$ cat src/gsr_defs.svh
// constants for the gripper status register bank: offsets, field
// positions, codes and timing counts; included by its bare name
`ifndef GSR_DEFS_SVH
`define GSR_DEFS_SVH
// first input register word and number of words (16 status bytes)
`define GSR_FIRST_INPUT_REG 16'h07d0
`define GSR_REG_SPAN 16'h0008
// status byte indices
`define GSR_BYTE_UNIT_STATUS 4'h0
`define GSR_BYTE_RESERVED 4'h1
`define GSR_BYTE_FAULT 4'h2
`define GSR_BYTE_TARGET 4'h3
`define GSR_BYTE_MEASURED 4'h4
`define GSR_BYTE_CURRENT 4'h5
// fields of the unit status byte
`define GSR_BIT_ACT 0
`define GSR_BIT_GTO 3
`define GSR_LSB_STATE 4
`define GSR_LSB_CONTACT 6
`define GSR_STA_RESET 2'h0
`define GSR_STA_ACTIVATING 2'h1
`define GSR_STA_DONE 2'h3
`define GSR_OBJ_MOVING 2'h0
`define GSR_OBJ_OPENING 2'h1
`define GSR_OBJ_CLOSING 2'h2
`define GSR_OBJ_AT_POS 2'h3
// fault codes
`define GSR_FLT_NONE 4'h0
`define GSR_FLT_DELAYED 4'h5
`define GSR_FLT_NO_ACT 4'h7
`define GSR_FLT_TEMP 4'h8
`define GSR_FLT_COMM 4'h9
`define GSR_FLT_UNDERVOLT 4'ha
`define GSR_FLT_AR_RUN 4'hb
`define GSR_FLT_INTERNAL 4'hc
`define GSR_FLT_ACT_FAIL 4'hd
`define GSR_FLT_OVERCUR 4'he
`define GSR_FLT_AR_DONE 4'hf
// temperature limits in degrees c (85 and 80)
`define GSR_TEMP_HIGH_C 8'h55
`define GSR_TEMP_LOW_C 8'h50
// timing
`define GSR_CLK_HZ 50000000
`define GSR_COMM_TIMEOUT_MS 1000
`define GSR_COMM_TIMEOUT_CYC (`GSR_CLK_HZ / 1000 * `GSR_COMM_TIMEOUT_MS)
`define GSR_BLINK_HALF_MS 250
`define GSR_BLINK_HALF_CYC (`GSR_CLK_HZ / 1000 * `GSR_BLINK_HALF_MS)
`endif

$ cat src/gsr_pkg.sv
// types shared by the gripper status register bank
// assumes nothing beyond a systemverilog compiler
package gsr_pkg;
  // unit life cycle
  typedef enum logic [1:0] {
    gsr_st_reset, gsr_st_activating, gsr_st_active, gsr_st_auto_rel
  } gsr_state_t;
  // one 16-bit input register, first byte goes out first on the wire
  typedef struct packed {
    logic [7:0] second_byte;
    logic [7:0] first_byte;
  } gsr_word_t;
  // finger motion events from the motor control loop
  typedef struct packed {
    logic moving;
    logic contact_opening;
    logic contact_closing;
    logic at_position;
    logic slip_detected;
  } gsr_motion_t;
  // fault sources from supervision logic
  typedef struct packed {
    logic undervoltage;
    logic internal_fault;
    logic activation_failed;
    logic overcurrent;
    logic auto_release_done;
  } gsr_fault_in_t;
endpackage

$ cat src/gsr_status_regs.sv
// status side of the gripper register memory: status bytes, fault code,
// brake, re-grasp and indicator control, and the input register read port
// assumes every input comes from logic on clk_sys; the serial framing and
// crc live outside and call the read port once per register word
`timescale 1ns/1ps
`default_nettype none
`include "gsr_defs.svh"

module gsr_status_regs #(
  parameter int COMM_TIMEOUT_CYC = `GSR_COMM_TIMEOUT_CYC, // one second
  parameter int BLINK_HALF_CYC = `GSR_BLINK_HALF_CYC // blink half period
) (
  input wire logic clk_sys,
  input wire logic rst,
  input wire logic activation_request,
  input wire logic go_to_request,
  input wire logic auto_release_request,
  input wire logic [7:0] target_position_request,
  input wire logic [7:0] speed_request,
  input wire logic [7:0] force_request,
  input wire logic activation_done,
  input wire gsr_pkg::gsr_motion_t motion,
  input wire gsr_pkg::gsr_fault_in_t faults,
  input wire logic [7:0] temperature_c,
  input wire logic [7:0] measured_position_in,
  input wire logic [7:0] motor_current_in,
  input wire logic [3:0] external_controller_fault,
  input wire logic host_frame_valid,
  input wire logic booting,
  input wire logic rd_req,
  input wire logic [15:0] rd_addr,
  output logic rd_ack,
  output logic rd_err,
  output gsr_pkg::gsr_word_t rd_data,
  output logic [7:0] unit_status,
  output logic [7:0] fault_code,
  output logic brake_engage,
  output logic high_torque_mode,
  output logic regrasp_enable,
  output logic regrasp_start,
  output logic [7:0] regrasp_force_limit,
  output logic [7:0] regrasp_speed_limit,
  output logic led_blue,
  output logic led_red
);
  localparam int CW = $clog2(COMM_TIMEOUT_CYC + 1);
  localparam int BW = $clog2(BLINK_HALF_CYC + 1);

  // registered state
  gsr_pkg::gsr_state_t state_r, state_nxt;
  logic act_prev_r; // last activation request, for edge detect
  logic [3:0] major_r, major_nxt; // latched major fault, 0 when none
  logic hot_r; // over-temperature with hysteresis
  logic [CW-1:0] comm_cnt_r; // cycles since last valid host frame
  logic [1:0] contact_r, contact_nxt; // contact field
  logic [1:0] pend_r; // contact code held one cycle behind the brake
  logic pend_vld_r;
  logic brake_r;
  logic [BW-1:0] blink_cnt_r;
  logic blink_r;
  logic [7:0] tgt_r, pos_r, cur_r;
  logic [3:0] flt_r;
  logic [7:0] status_r;
  logic regrasp_r;
  logic [7:0] force_lim_r, speed_lim_r;
  logic led_b_r, led_r_r;
  logic rd_ack_r, rd_err_r;
  gsr_pkg::gsr_word_t rd_data_r;

  // decode
  wire act_rise = activation_request & ~act_prev_r;
  wire [3:0] major_new; // major fault raised this cycle, 0 when none
  wire comm_lost = (comm_cnt_r == CW'(COMM_TIMEOUT_CYC));
  wire blink_tick = (blink_cnt_r == BW'(BLINK_HALF_CYC - 1));
  wire action_req = go_to_request | auto_release_request;
  wire is_active = (state_r == gsr_pkg::gsr_st_active);
  wire go_on = go_to_request & is_active;
  wire contact_evt = motion.contact_opening | motion.contact_closing;
  wire [1:0] contact_code = motion.contact_closing ? `GSR_OBJ_CLOSING :
                                                     `GSR_OBJ_OPENING;
  wire holding = (contact_r == `GSR_OBJ_CLOSING) |
                 (contact_r == `GSR_OBJ_OPENING);
  wire force_nonzero = (force_request != 8'h00);
  wire [1:0] sta_code; // unit state field
  wire [3:0] flt_nxt;
  wire [7:0] status_nxt;
  wire in_range;
  wire [15:0] rd_off;
  wire [3:0] byte_lo_idx;

  // major fault raised now; auto release overrides others in its state, both while running and once done
  function automatic logic [3:0] major_pick(
    input gsr_pkg::gsr_fault_in_t f, input gsr_pkg::gsr_state_t s);
    logic [3:0] c;
    c = `GSR_FLT_NONE;
    if (f.undervoltage) c = `GSR_FLT_UNDERVOLT;
    if (f.overcurrent) c = `GSR_FLT_OVERCUR;
    if (f.activation_failed) c = `GSR_FLT_ACT_FAIL;
    if (f.internal_fault) c = `GSR_FLT_INTERNAL;
    if (s == gsr_pkg::gsr_st_auto_rel) begin
      c = f.auto_release_done ? `GSR_FLT_AR_DONE : `GSR_FLT_AR_RUN;
    end
    return c;
  endfunction

  // status byte by index; reserved bytes read zero
  function automatic logic [7:0] byte_at(input logic [3:0] idx,
    input logic [7:0] st, input logic [7:0] fl, input logic [7:0] tg,
    input logic [7:0] ps, input logic [7:0] cu);
    logic [7:0] b;
    b = 8'h00;
    if (idx == `GSR_BYTE_UNIT_STATUS) b = st;
    if (idx == `GSR_BYTE_FAULT) b = fl;
    if (idx == `GSR_BYTE_TARGET) b = tg;
    if (idx == `GSR_BYTE_MEASURED) b = ps;
    if (idx == `GSR_BYTE_CURRENT) b = cu;
    return b;
  endfunction

  assign major_new = major_pick(faults, state_r);

  // unit state machine; a cleared activation request always wins
  always_comb begin
    state_nxt = state_r;
    unique case (state_r)
      gsr_pkg::gsr_st_reset: begin
        if (act_rise) state_nxt = gsr_pkg::gsr_st_activating;
      end
      gsr_pkg::gsr_st_activating: begin
        if (auto_release_request) state_nxt = gsr_pkg::gsr_st_auto_rel;
        else if (faults.activation_failed) state_nxt = gsr_pkg::gsr_st_reset;
        else if (activation_done) state_nxt = gsr_pkg::gsr_st_active;
      end
      gsr_pkg::gsr_st_active: begin
        if (auto_release_request) state_nxt = gsr_pkg::gsr_st_auto_rel;
        else if (major_new != `GSR_FLT_NONE) begin
          state_nxt = gsr_pkg::gsr_st_reset; // reinit needed after major
        end
      end
      gsr_pkg::gsr_st_auto_rel: begin
        state_nxt = gsr_pkg::gsr_st_auto_rel; // left only through reset
      end
    endcase
    if (!activation_request) state_nxt = gsr_pkg::gsr_st_reset;
  end

  // major fault latch: a new fault wins over the clear in the same cycle
  always_comb begin
    major_nxt = major_r;
    if (act_rise || !activation_request) begin
      major_nxt = `GSR_FLT_NONE;
    end
    if (major_new != `GSR_FLT_NONE) major_nxt = major_new;
  end

  // contact field: contact beats motion so no detection is lost
  always_comb begin
    contact_nxt = contact_r;
    if (motion.moving || (go_to_request && !act_prev_r)) begin
      contact_nxt = `GSR_OBJ_MOVING;
    end
    if (motion.at_position) contact_nxt = `GSR_OBJ_AT_POS;
    if (pend_vld_r) contact_nxt = pend_r;
    if (!go_on) contact_nxt = `GSR_OBJ_MOVING; // meaningless
  end

  assign sta_code = (state_r == gsr_pkg::gsr_st_active) ?
                      `GSR_STA_DONE :
                    (state_r == gsr_pkg::gsr_st_activating) ?
                      `GSR_STA_ACTIVATING : `GSR_STA_RESET;

  // fault priority: major, temperature, comm loss, then priority faults
  assign flt_nxt = (major_r != `GSR_FLT_NONE) ? major_r :
                   hot_r ? `GSR_FLT_TEMP :
                   comm_lost ? `GSR_FLT_COMM :
                   (action_req && !activation_request) ?
                     `GSR_FLT_NO_ACT :
                   (go_to_request &&
                    state_r == gsr_pkg::gsr_st_activating) ?
                     `GSR_FLT_DELAYED : `GSR_FLT_NONE;

  assign status_nxt = {contact_r, sta_code, go_to_request, 2'h0,
                       activation_request};

  // input register decode: word n holds bytes 2n and 2n+1
  assign rd_off = rd_addr - `GSR_FIRST_INPUT_REG;
  assign in_range = (rd_addr >= `GSR_FIRST_INPUT_REG) &&
                    (rd_off < `GSR_REG_SPAN);
  assign byte_lo_idx = {rd_off[2:0], 1'b0};

  // edge detect, state and fault latches
  always_ff @(posedge clk_sys or posedge rst) begin
    if (rst) begin
      state_r <= gsr_pkg::gsr_st_reset;
      act_prev_r <= 1'b0;
      major_r <= `GSR_FLT_NONE;
    end else begin
      state_r <= state_nxt;
      act_prev_r <= activation_request;
      major_r <= major_nxt;
    end
  end

  // temperature hysteresis: set at the high limit, cleared below the low
  always_ff @(posedge clk_sys or posedge rst) begin
    if (rst) begin
      hot_r <= 1'b0;
    end else if (temperature_c >= `GSR_TEMP_HIGH_C) begin
      hot_r <= 1'b1;
    end else if (temperature_c < `GSR_TEMP_LOW_C) begin
      hot_r <= 1'b0;
    end
  end

  // host silence counter, saturates so the fault holds until traffic
  always_ff @(posedge clk_sys or posedge rst) begin
    if (rst) begin
      comm_cnt_r <= '0;
    end else if (host_frame_valid) begin
      comm_cnt_r <= '0;
    end else if (!comm_lost) begin
      comm_cnt_r <= comm_cnt_r + CW'(1);
    end
  end

  // brake first, contact code one cycle later
  always_ff @(posedge clk_sys or posedge rst) begin
    if (rst) begin
      brake_r <= 1'b1;
      pend_r <= `GSR_OBJ_MOVING;
      pend_vld_r <= 1'b0;
      contact_r <= `GSR_OBJ_MOVING;
    end else begin
      pend_vld_r <= contact_evt & go_on;
      pend_r <= contact_code;
      contact_r <= contact_nxt;
      if (contact_evt || motion.at_position || !go_on) begin
        brake_r <= 1'b1;
      end else if (motion.moving) begin
        brake_r <= 1'b0;
      end
    end
  end

  // re-grasp: on slip while holding, close toward the requested position
  // within the host's force and speed
  always_ff @(posedge clk_sys or posedge rst) begin
    if (rst) begin
      regrasp_r <= 1'b0;
      force_lim_r <= 8'h00;
      speed_lim_r <= 8'h00;
    end else begin
      regrasp_r <= force_nonzero & go_on & holding &
                   motion.slip_detected;
      force_lim_r <= force_request;
      speed_lim_r <= speed_request;
    end
  end

  // indicator blink divider and colour select
  always_ff @(posedge clk_sys or posedge rst) begin
    if (rst) begin
      blink_cnt_r <= '0;
      blink_r <= 1'b0;
      led_b_r <= 1'b1;
      led_r_r <= 1'b1;
    end else begin
      blink_cnt_r <= blink_tick ? '0 : blink_cnt_r + BW'(1);
      if (blink_tick) blink_r <= ~blink_r;
      led_b_r <= booting | (flt_r < `GSR_FLT_TEMP) |
                 ((flt_r >= `GSR_FLT_UNDERVOLT) & blink_r);
      led_r_r <= booting | (flt_r == `GSR_FLT_TEMP) |
                 (flt_r == `GSR_FLT_COMM) |
                 ((flt_r >= `GSR_FLT_UNDERVOLT) & ~blink_r);
    end
  end

  // status bytes, registered so every read sees a coherent snapshot
  always_ff @(posedge clk_sys or posedge rst) begin
    if (rst) begin
      status_r <= 8'h00;
      flt_r <= `GSR_FLT_NONE;
      tgt_r <= 8'h00;
      pos_r <= 8'h00;
      cur_r <= 8'h00;
    end else begin
      status_r <= status_nxt;
      flt_r <= flt_nxt;
      tgt_r <= target_position_request;
      pos_r <= measured_position_in;
      cur_r <= motor_current_in;
    end
  end

  // read port: answer one cycle after the request
  always_ff @(posedge clk_sys or posedge rst) begin
    if (rst) begin
      rd_ack_r <= 1'b0;
      rd_err_r <= 1'b0;
      rd_data_r <= '0;
    end else begin
      rd_ack_r <= rd_req;
      rd_err_r <= rd_req & ~in_range;
      if (rd_req) begin
        rd_data_r.first_byte <= in_range ? byte_at(byte_lo_idx,
          status_r, fault_code, tgt_r, pos_r, cur_r) : 8'h00;
        rd_data_r.second_byte <= in_range ? byte_at(byte_lo_idx + 4'h1,
          status_r, fault_code, tgt_r, pos_r, cur_r) : 8'h00;
      end
    end
  end

  assign unit_status = status_r;
  assign fault_code = {external_controller_fault, flt_r};
  assign brake_engage = brake_r;
  assign high_torque_mode = force_nonzero;
  assign regrasp_enable = force_nonzero;
  assign regrasp_start = regrasp_r;
  assign regrasp_force_limit = force_lim_r;
  assign regrasp_speed_limit = speed_lim_r;
  assign led_blue = led_b_r;
  assign led_red = led_r_r;
  assign rd_ack = rd_ack_r;
  assign rd_err = rd_err_r;
  assign rd_data = rd_data_r;

  // checks
  property p_act_echo;
    @(posedge clk_sys) disable iff (rst)
    1'b1 |=> unit_status[`GSR_BIT_ACT] == $past(activation_request);
  endproperty
  a_act_echo: assert property (p_act_echo)
    else $error("activation echo mismatch");

  property p_gto_echo;
    @(posedge clk_sys) disable iff (rst)
    1'b1 |=> unit_status[`GSR_BIT_GTO] == $past(go_to_request);
  endproperty
  a_gto_echo: assert property (p_gto_echo)
    else $error("motion echo mismatch");

  property p_no_sta2;
    @(posedge clk_sys) disable iff (rst)
    unit_status[5:4] != 2'h2 && unit_status[2:1] == 2'h0;
  endproperty
  a_no_sta2: assert property (p_no_sta2)
    else $error("illegal state code or reserved bit set");

  property p_act_clear;
    @(posedge clk_sys) disable iff (rst)
    // a fault raised in the first low cycle still latches, so both
    // cycles must be free of new faults before the clear can show
    !activation_request && major_new == 4'h0 ##1
      !activation_request && major_new == 4'h0
      |=> unit_status[5:4] == 2'h0 && fault_code[3:0] < 4'ha;
  endproperty
  a_act_clear: assert property (p_act_clear)
    else $error("reset did not clear state or fault");

  property p_major_hold;
    @(posedge clk_sys) disable iff (rst)
    fault_code[3:0] >= 4'ha && activation_request && !act_rise
      |=> fault_code[3:0] >= 4'ha;
  endproperty
  a_major_hold: assert property (p_major_hold)
    else $error("major fault dropped without reset");

  property p_comm;
    @(posedge clk_sys) disable iff (rst)
    comm_lost && major_r == 4'h0 && !hot_r |=> fault_code[3:0] == 4'h9;
  endproperty
  a_comm: assert property (p_comm)
    else $error("comm loss not reported");

  property p_hot;
    @(posedge clk_sys) disable iff (rst)
    temperature_c >= 8'h55 ##1 major_r == 4'h0 |=> fault_code[3:0] == 4'h8;
  endproperty
  a_hot: assert property (p_hot)
    else $error("over-temperature not reported");

  property p_brake_first;
    @(posedge clk_sys) disable iff (rst)
    go_on && motion.contact_closing ##1 go_on
      |-> brake_engage ##2 unit_status[7:6] == 2'h2;
  endproperty
  a_brake_first: assert property (p_brake_first)
    else $error("contact reported without brake");

  property p_motion_clear;
    @(posedge clk_sys) disable iff (rst)
    motion.moving && !motion.at_position && !pend_vld_r
      |=> ##1 unit_status[7:6] == 2'h0;
  endproperty
  a_motion_clear: assert property (p_motion_clear)
    else $error("motion did not clear contact status");

  property p_read;
    @(posedge clk_sys) disable iff (rst)
    rd_req && rd_addr == 16'h07d1
      |=> rd_ack && !rd_err && rd_data.first_byte == $past(fault_code);
  endproperty
  a_read: assert property (p_read)
    else $error("word 0x07d1 does not carry the fault byte first");

  property p_regrasp;
    @(posedge clk_sys) disable iff (rst)
    force_request == 8'h00 |=> !regrasp_start;
  endproperty
  a_regrasp: assert property (p_regrasp)
    else $error("re-grasp at zero force");

endmodule // gsr_status_regs

`default_nettype wire

$ cat config.mk
export PLATFORM = sky130hd
export DESIGN_NAME = gsr_status_regs
export DESIGN_NICKNAME = d
export VERILOG_FILES = /design/src/gsr_pkg.sv /design/src/gsr_status_regs.sv
export VERILOG_INCLUDE_DIRS = /design/src /design/src/src
export SDC_FILE = /design/constraint.sdc
export NUM_CORES = 1
export LEC_CHECK = 0
export BUFFER_PORTS_ARGS = -buffer_cell sky130_fd_sc_hd__buf_2
export CAP_MARGIN = 5
export CORE_MARGIN = 3
export CORE_UTILIZATION = 50
export CTS_BUF_LIST = sky130_fd_sc_hd__clkbuf_16
export CTS_CLUSTER_DIAMETER = 30
export DETAILED_ROUTE_END_ITERATION = 8
export PLACE_DENSITY_LB_ADDON = 0.05
export REMOVE_ABC_BUFFERS = 1
export SKIP_LAST_GASP = 1
export SLEW_MARGIN = 5
export SYNTH_ARGS = -nofsm -noshare
export SYNTH_HDL_FRONTEND = slang
export SYNTH_SLANG_ARGS = --single-unit
$ cat constraint.sdc
create_clock -name clk_sys -period 6.3 [get_ports clk_sys]
set_input_delay 1.26 -clock clk_sys [delete_from_list [all_inputs] [get_ports clk_sys]]
set_output_delay 1.26 -clock clk_sys [all_outputs]
set_load 0.05 [all_outputs]
==> flow_metrics.env <==
export IMPL_grt_use_met2_pct=31.5
export IMPL_cts_resized=0
export IMPL_port_buffers=140
export IMPL_yosys_top_cells_area="dfrtp_1, nor2_1, xor2_1"
export IMPL_core_mm2=0.0110
export IMPL_synth_async_reset_ratio_pct=100
export IMPL_maxSlewHeadroom_pct=37.5
export IMPL_maxSlewViolCount=0
export IMPL_fp_row_count=38
export IMPL_nNetsFinal=738
export IMPL_ys_types=58
export IMPL_root_buffer="clkbuf_16"
export IMPL_cts_buffers=17
export IMPL_clock_skew_ps=7.31
export IMPL_ir_drop_mv=0.214
export IMPL_clock_fmax_mhz=307
export IMPL_critPathTopFamily="simple AND/OR/NAND/NOR gates"
export IMPL_synthFlopType="dfrtp_1"
export IMPL_slowest_stage="nor4_1"
export IMPL_finalCriticalPeriod_ps=3250
export IMPL_setup_viol_count_final=0
export IMPL_clkPwrFrac_pct=49.0
export IMPL_post_cts_setup_buffers=0
export IMPL_final_util_pct=64.5
export IMPL_critPathMaxFanout=3
export IMPL_ys_seq_elements=135
export IMPL_hp_class="flip-flop to flip-flop"
export IMPL_power_internal_uw=1600
export IMPL_switching_power_uw=484
export IMPL_critPathArrivalTime_ps=1990
export IMPL_hold_viol=0
export IMPL_rsz0062_at_grt="false"
export IMPL_firstDrtPassIters=4
export IMPL_grt_ovfl_total=0
export IMPL_status="finished, final reports clean"
export IMPL_comb_power_share_pct=7.6
export IMPL_wirelength_um=12600
export IMPL_power_density_mw_per_mm2=292
export IMPL_syn_avg_cell_area_um2=11.4
export IMPL_clk_latency_ps=420
export IMPL_wire_per_inst_um=15.8
export IMPL_grt_use_met3_pct=7.81
export IMPL_critPathMaxStageDelay_ps=290
export IMPL_initial_core_util_pct=52.0
export IMPL_htreeDepth=4
export IMPL_path_cells="buf_2 > nor4_1 > nand2_1 > buf_2"
export IMPL_cts_max_path_buffers=2
export IMPL_seq_power_share_pct=43.4
export IMPL_grt_use_met1_pct=28.0
export IMPL_fin_crit_sh_pct=51.6
export IMPL_synth_area_leader_cell="dfrtp_1"
export IMPL_drcViolationCount=0
export IMPL_critPathKind="input port to output port"
export IMPL_place_gp_congestion=0.878
export IMPL_drive_gt1_share_pct=29.0
export IMPL_post_dp_hpwl_um=8950
export IMPL_grt_pass1_wl_um=20900
export IMPL_p_leak_uw=0.00348
export IMPL_fin_tns_setup_ps=0
export IMPL_via_count=4263
export IMPL_dr_first_iter_drc_count=269
export IMPL_tightest_slew_ps=936
export IMPL_die_h_um=113
export IMPL_detail_route_antenna_nets=0
export IMPL_viasPerCell=5.35
export IMPL_swShare_pct=23.3
export IMPL_synth_top_cell_area_share_pct=57.5
export IMPL_path_clk_slew_ps=60
export IMPL_cp_common_cell="buf_2"
export IMPL_io_pins=143
export IMPL_place_ws_ps=3040
export IMPL_cts_sinks=135
export IMPL_grt_max_degree=70
export IMPL_drv_cap=0
export IMPL_path_buf_inv=2
export IMPL_antenna_found_initial=2
export IMPL_netlist_area_mm2=0.00574
export IMPL_crit_required_ps=5040
export IMPL_whs_ps=430
export IMPL_start_kind="input port"
export IMPL_yosysSeqAreaShare_pct=58.9
export IMPL_dieWidth_um=113
export IMPL_grt_util_all_layers_pct=20.7
export IMPL_cts_tree="yes"
export IMPL_grt_pass1_vias=4281
export IMPL_syn2layout_area_growth_pct=24.0
export IMPL_cts_hold_buf=0
export IMPL_synth_edf_count=0
export IMPL_synthCells=505
export IMPL_die_area_mm2=0.0128
export IMPL_worst_slack_ps=3050
export IMPL_yosysWarnings=0
export IMPL_worstSetupEndpointType="output port"
export IMPL_top_usage_layer="met2"
state kept, by name, indices dropped and copies added, names as in the netlist, 2 cells and up:
| signal | cells |
|---|---|
| cur_r | 8 |
| blink_cnt_r | 24 |
| contact_r | 2 |
| regrasp_speed_limit | 8 |
| flt_r | 4 |
| pos_r | 8 |
| rd_data | 16 |
| pend_r | 2 |
| state_r | 2 |
| tgt_r | 8 |
| major_r | 4 |
| comm_cnt_r | 26 |
| unit_status | 6 |
| regrasp_force_limit | 8 |
final timing paths:
path	startpoint	end	slack [ps]	cells after the start
worst max-delay path	force_request[1]	regrasp_enable	3050	4
worst min-delay path	contact_r[0]$_DFFE_PP0P_	unit_status[6]$_DFF_PP0_	430	0
worst max register to register	comm_cnt_r[0]$_DFFE_PP0P_	comm_cnt_r[2]$_DFFE_PP0P_	4230	7
worst min register to register	contact_r[0]$_DFFE_PP0P_	unit_status[6]$_DFF_PP0_	430	0
max in group asynchronous	rst	regrasp_speed_limit[6]$_DFF_PP0_	3930	3
min in group asynchronous	rst	rd_data[11]$_DFFE_PP0P_	1000	2
power groups by stage:
stage          Combinational [uW]  Sequential (uW)  Clock [uW]
5_1_grt                       174              906        1080
2_1_floorplan                54.7              952           0
3_5_place_dp                  159              919           0
6_report                      158              903        1020
3_3_place_gp                  156              918           0
4_1_cts                       160              903        1040
cells by family (layout without fill, tap and decap cells):
| kind of cell | Yosys count | after routing | share of synthesized area, % |
|---|---|---|---|
| simple gates | 203 | 203 | 19.6 |
| flops | 135 | 135 | 58.9 |
| compound gates | 67 | 67 | 7.96 |
| xor+xnor | 40 | 40 | 6.10 |
| buf+inv | 39 | 189 | 3.40 |
| mux | 12 | 12 | 2.18 |
| fa+ha+maj | 8 | 8 | 1.74 |
| other cells | 1 | 3 | 0.0653 |
cell type report:
class,count,area [um^2]
tap,140,175
sequential,135,3380
multi-input combinational,332,2170
clock buffer,17,425
clock inverter,15,188
antenna,1,2.50
fill,891,3910
timing repair buffer,143,723
inverter,14,55.1
metal layers:
layer,vias to the layer above,part of all wire (%)
met1,2084,45
met3,14,8.0
met5,-,0.056
met2,123,46
met4,2,1.0
li1,2040,-
placed cells by master (no fill, tap or decap), drive strengths merged, types with 3 or more instances in the layout:
cell type,instances
dfrtp,132
nor4b,4
nor3,7
and3,10
bufinv,4
inv,16
a21oi,14
or3,8
clkbuf,17
clkinv,7
ha,8
mux2i,11
and2,5
buf,143
dfstp,3
and4,8
nand2b,5
xnor2,19
nor4,9
nor2b,7
o21ai,14
nor2,67
a22o,10
a22oi,10
nand4,17
xor2,21
nand3,20
nand2,27
a21o,3
o41ai,6
synth_stat cells, types with 2 or more instances:
library cell / n
mux2i_1: 11
nor3b_1: 2
nand4_2: 2
o21bai_1: 2
dfstp_2: 3
a21oi_1: 14
o41ai_1: 6
clkbuf_1: 10
nor4_4: 2
nand2_1: 27
nor4b_1: 3
buf_4: 10
nand4_1: 15
xnor2_1: 19
nand3_1: 19
xor2_1: 21
and4_1: 8
or2_2: 2
nand2b_1: 5
or3_1: 8
dfrtp_1: 132
nor3_1: 7
a22o_1: 10
and2_1: 4
nor4_1: 6
a311oi_1: 2
buf_2: 2
o21ai_0: 14
nor2b_1: 6
and3_1: 9
inv_1: 14
nor2_1: 66
ha_1: 8
a22oi_1: 10
a21o_1: 3
through the flow:
stage	instances	instance area (um^2)	power [uW]
2_1_floorplan	481	5600	1010
3_3_place_gp	764	6500	1070
3_5_place_dp	764	6500	1080
4_1_cts	796	7120	2100
5_1_grt	797	7120	2160
6_report	797	7120	2080
Power figures use the tool's default switching activity.
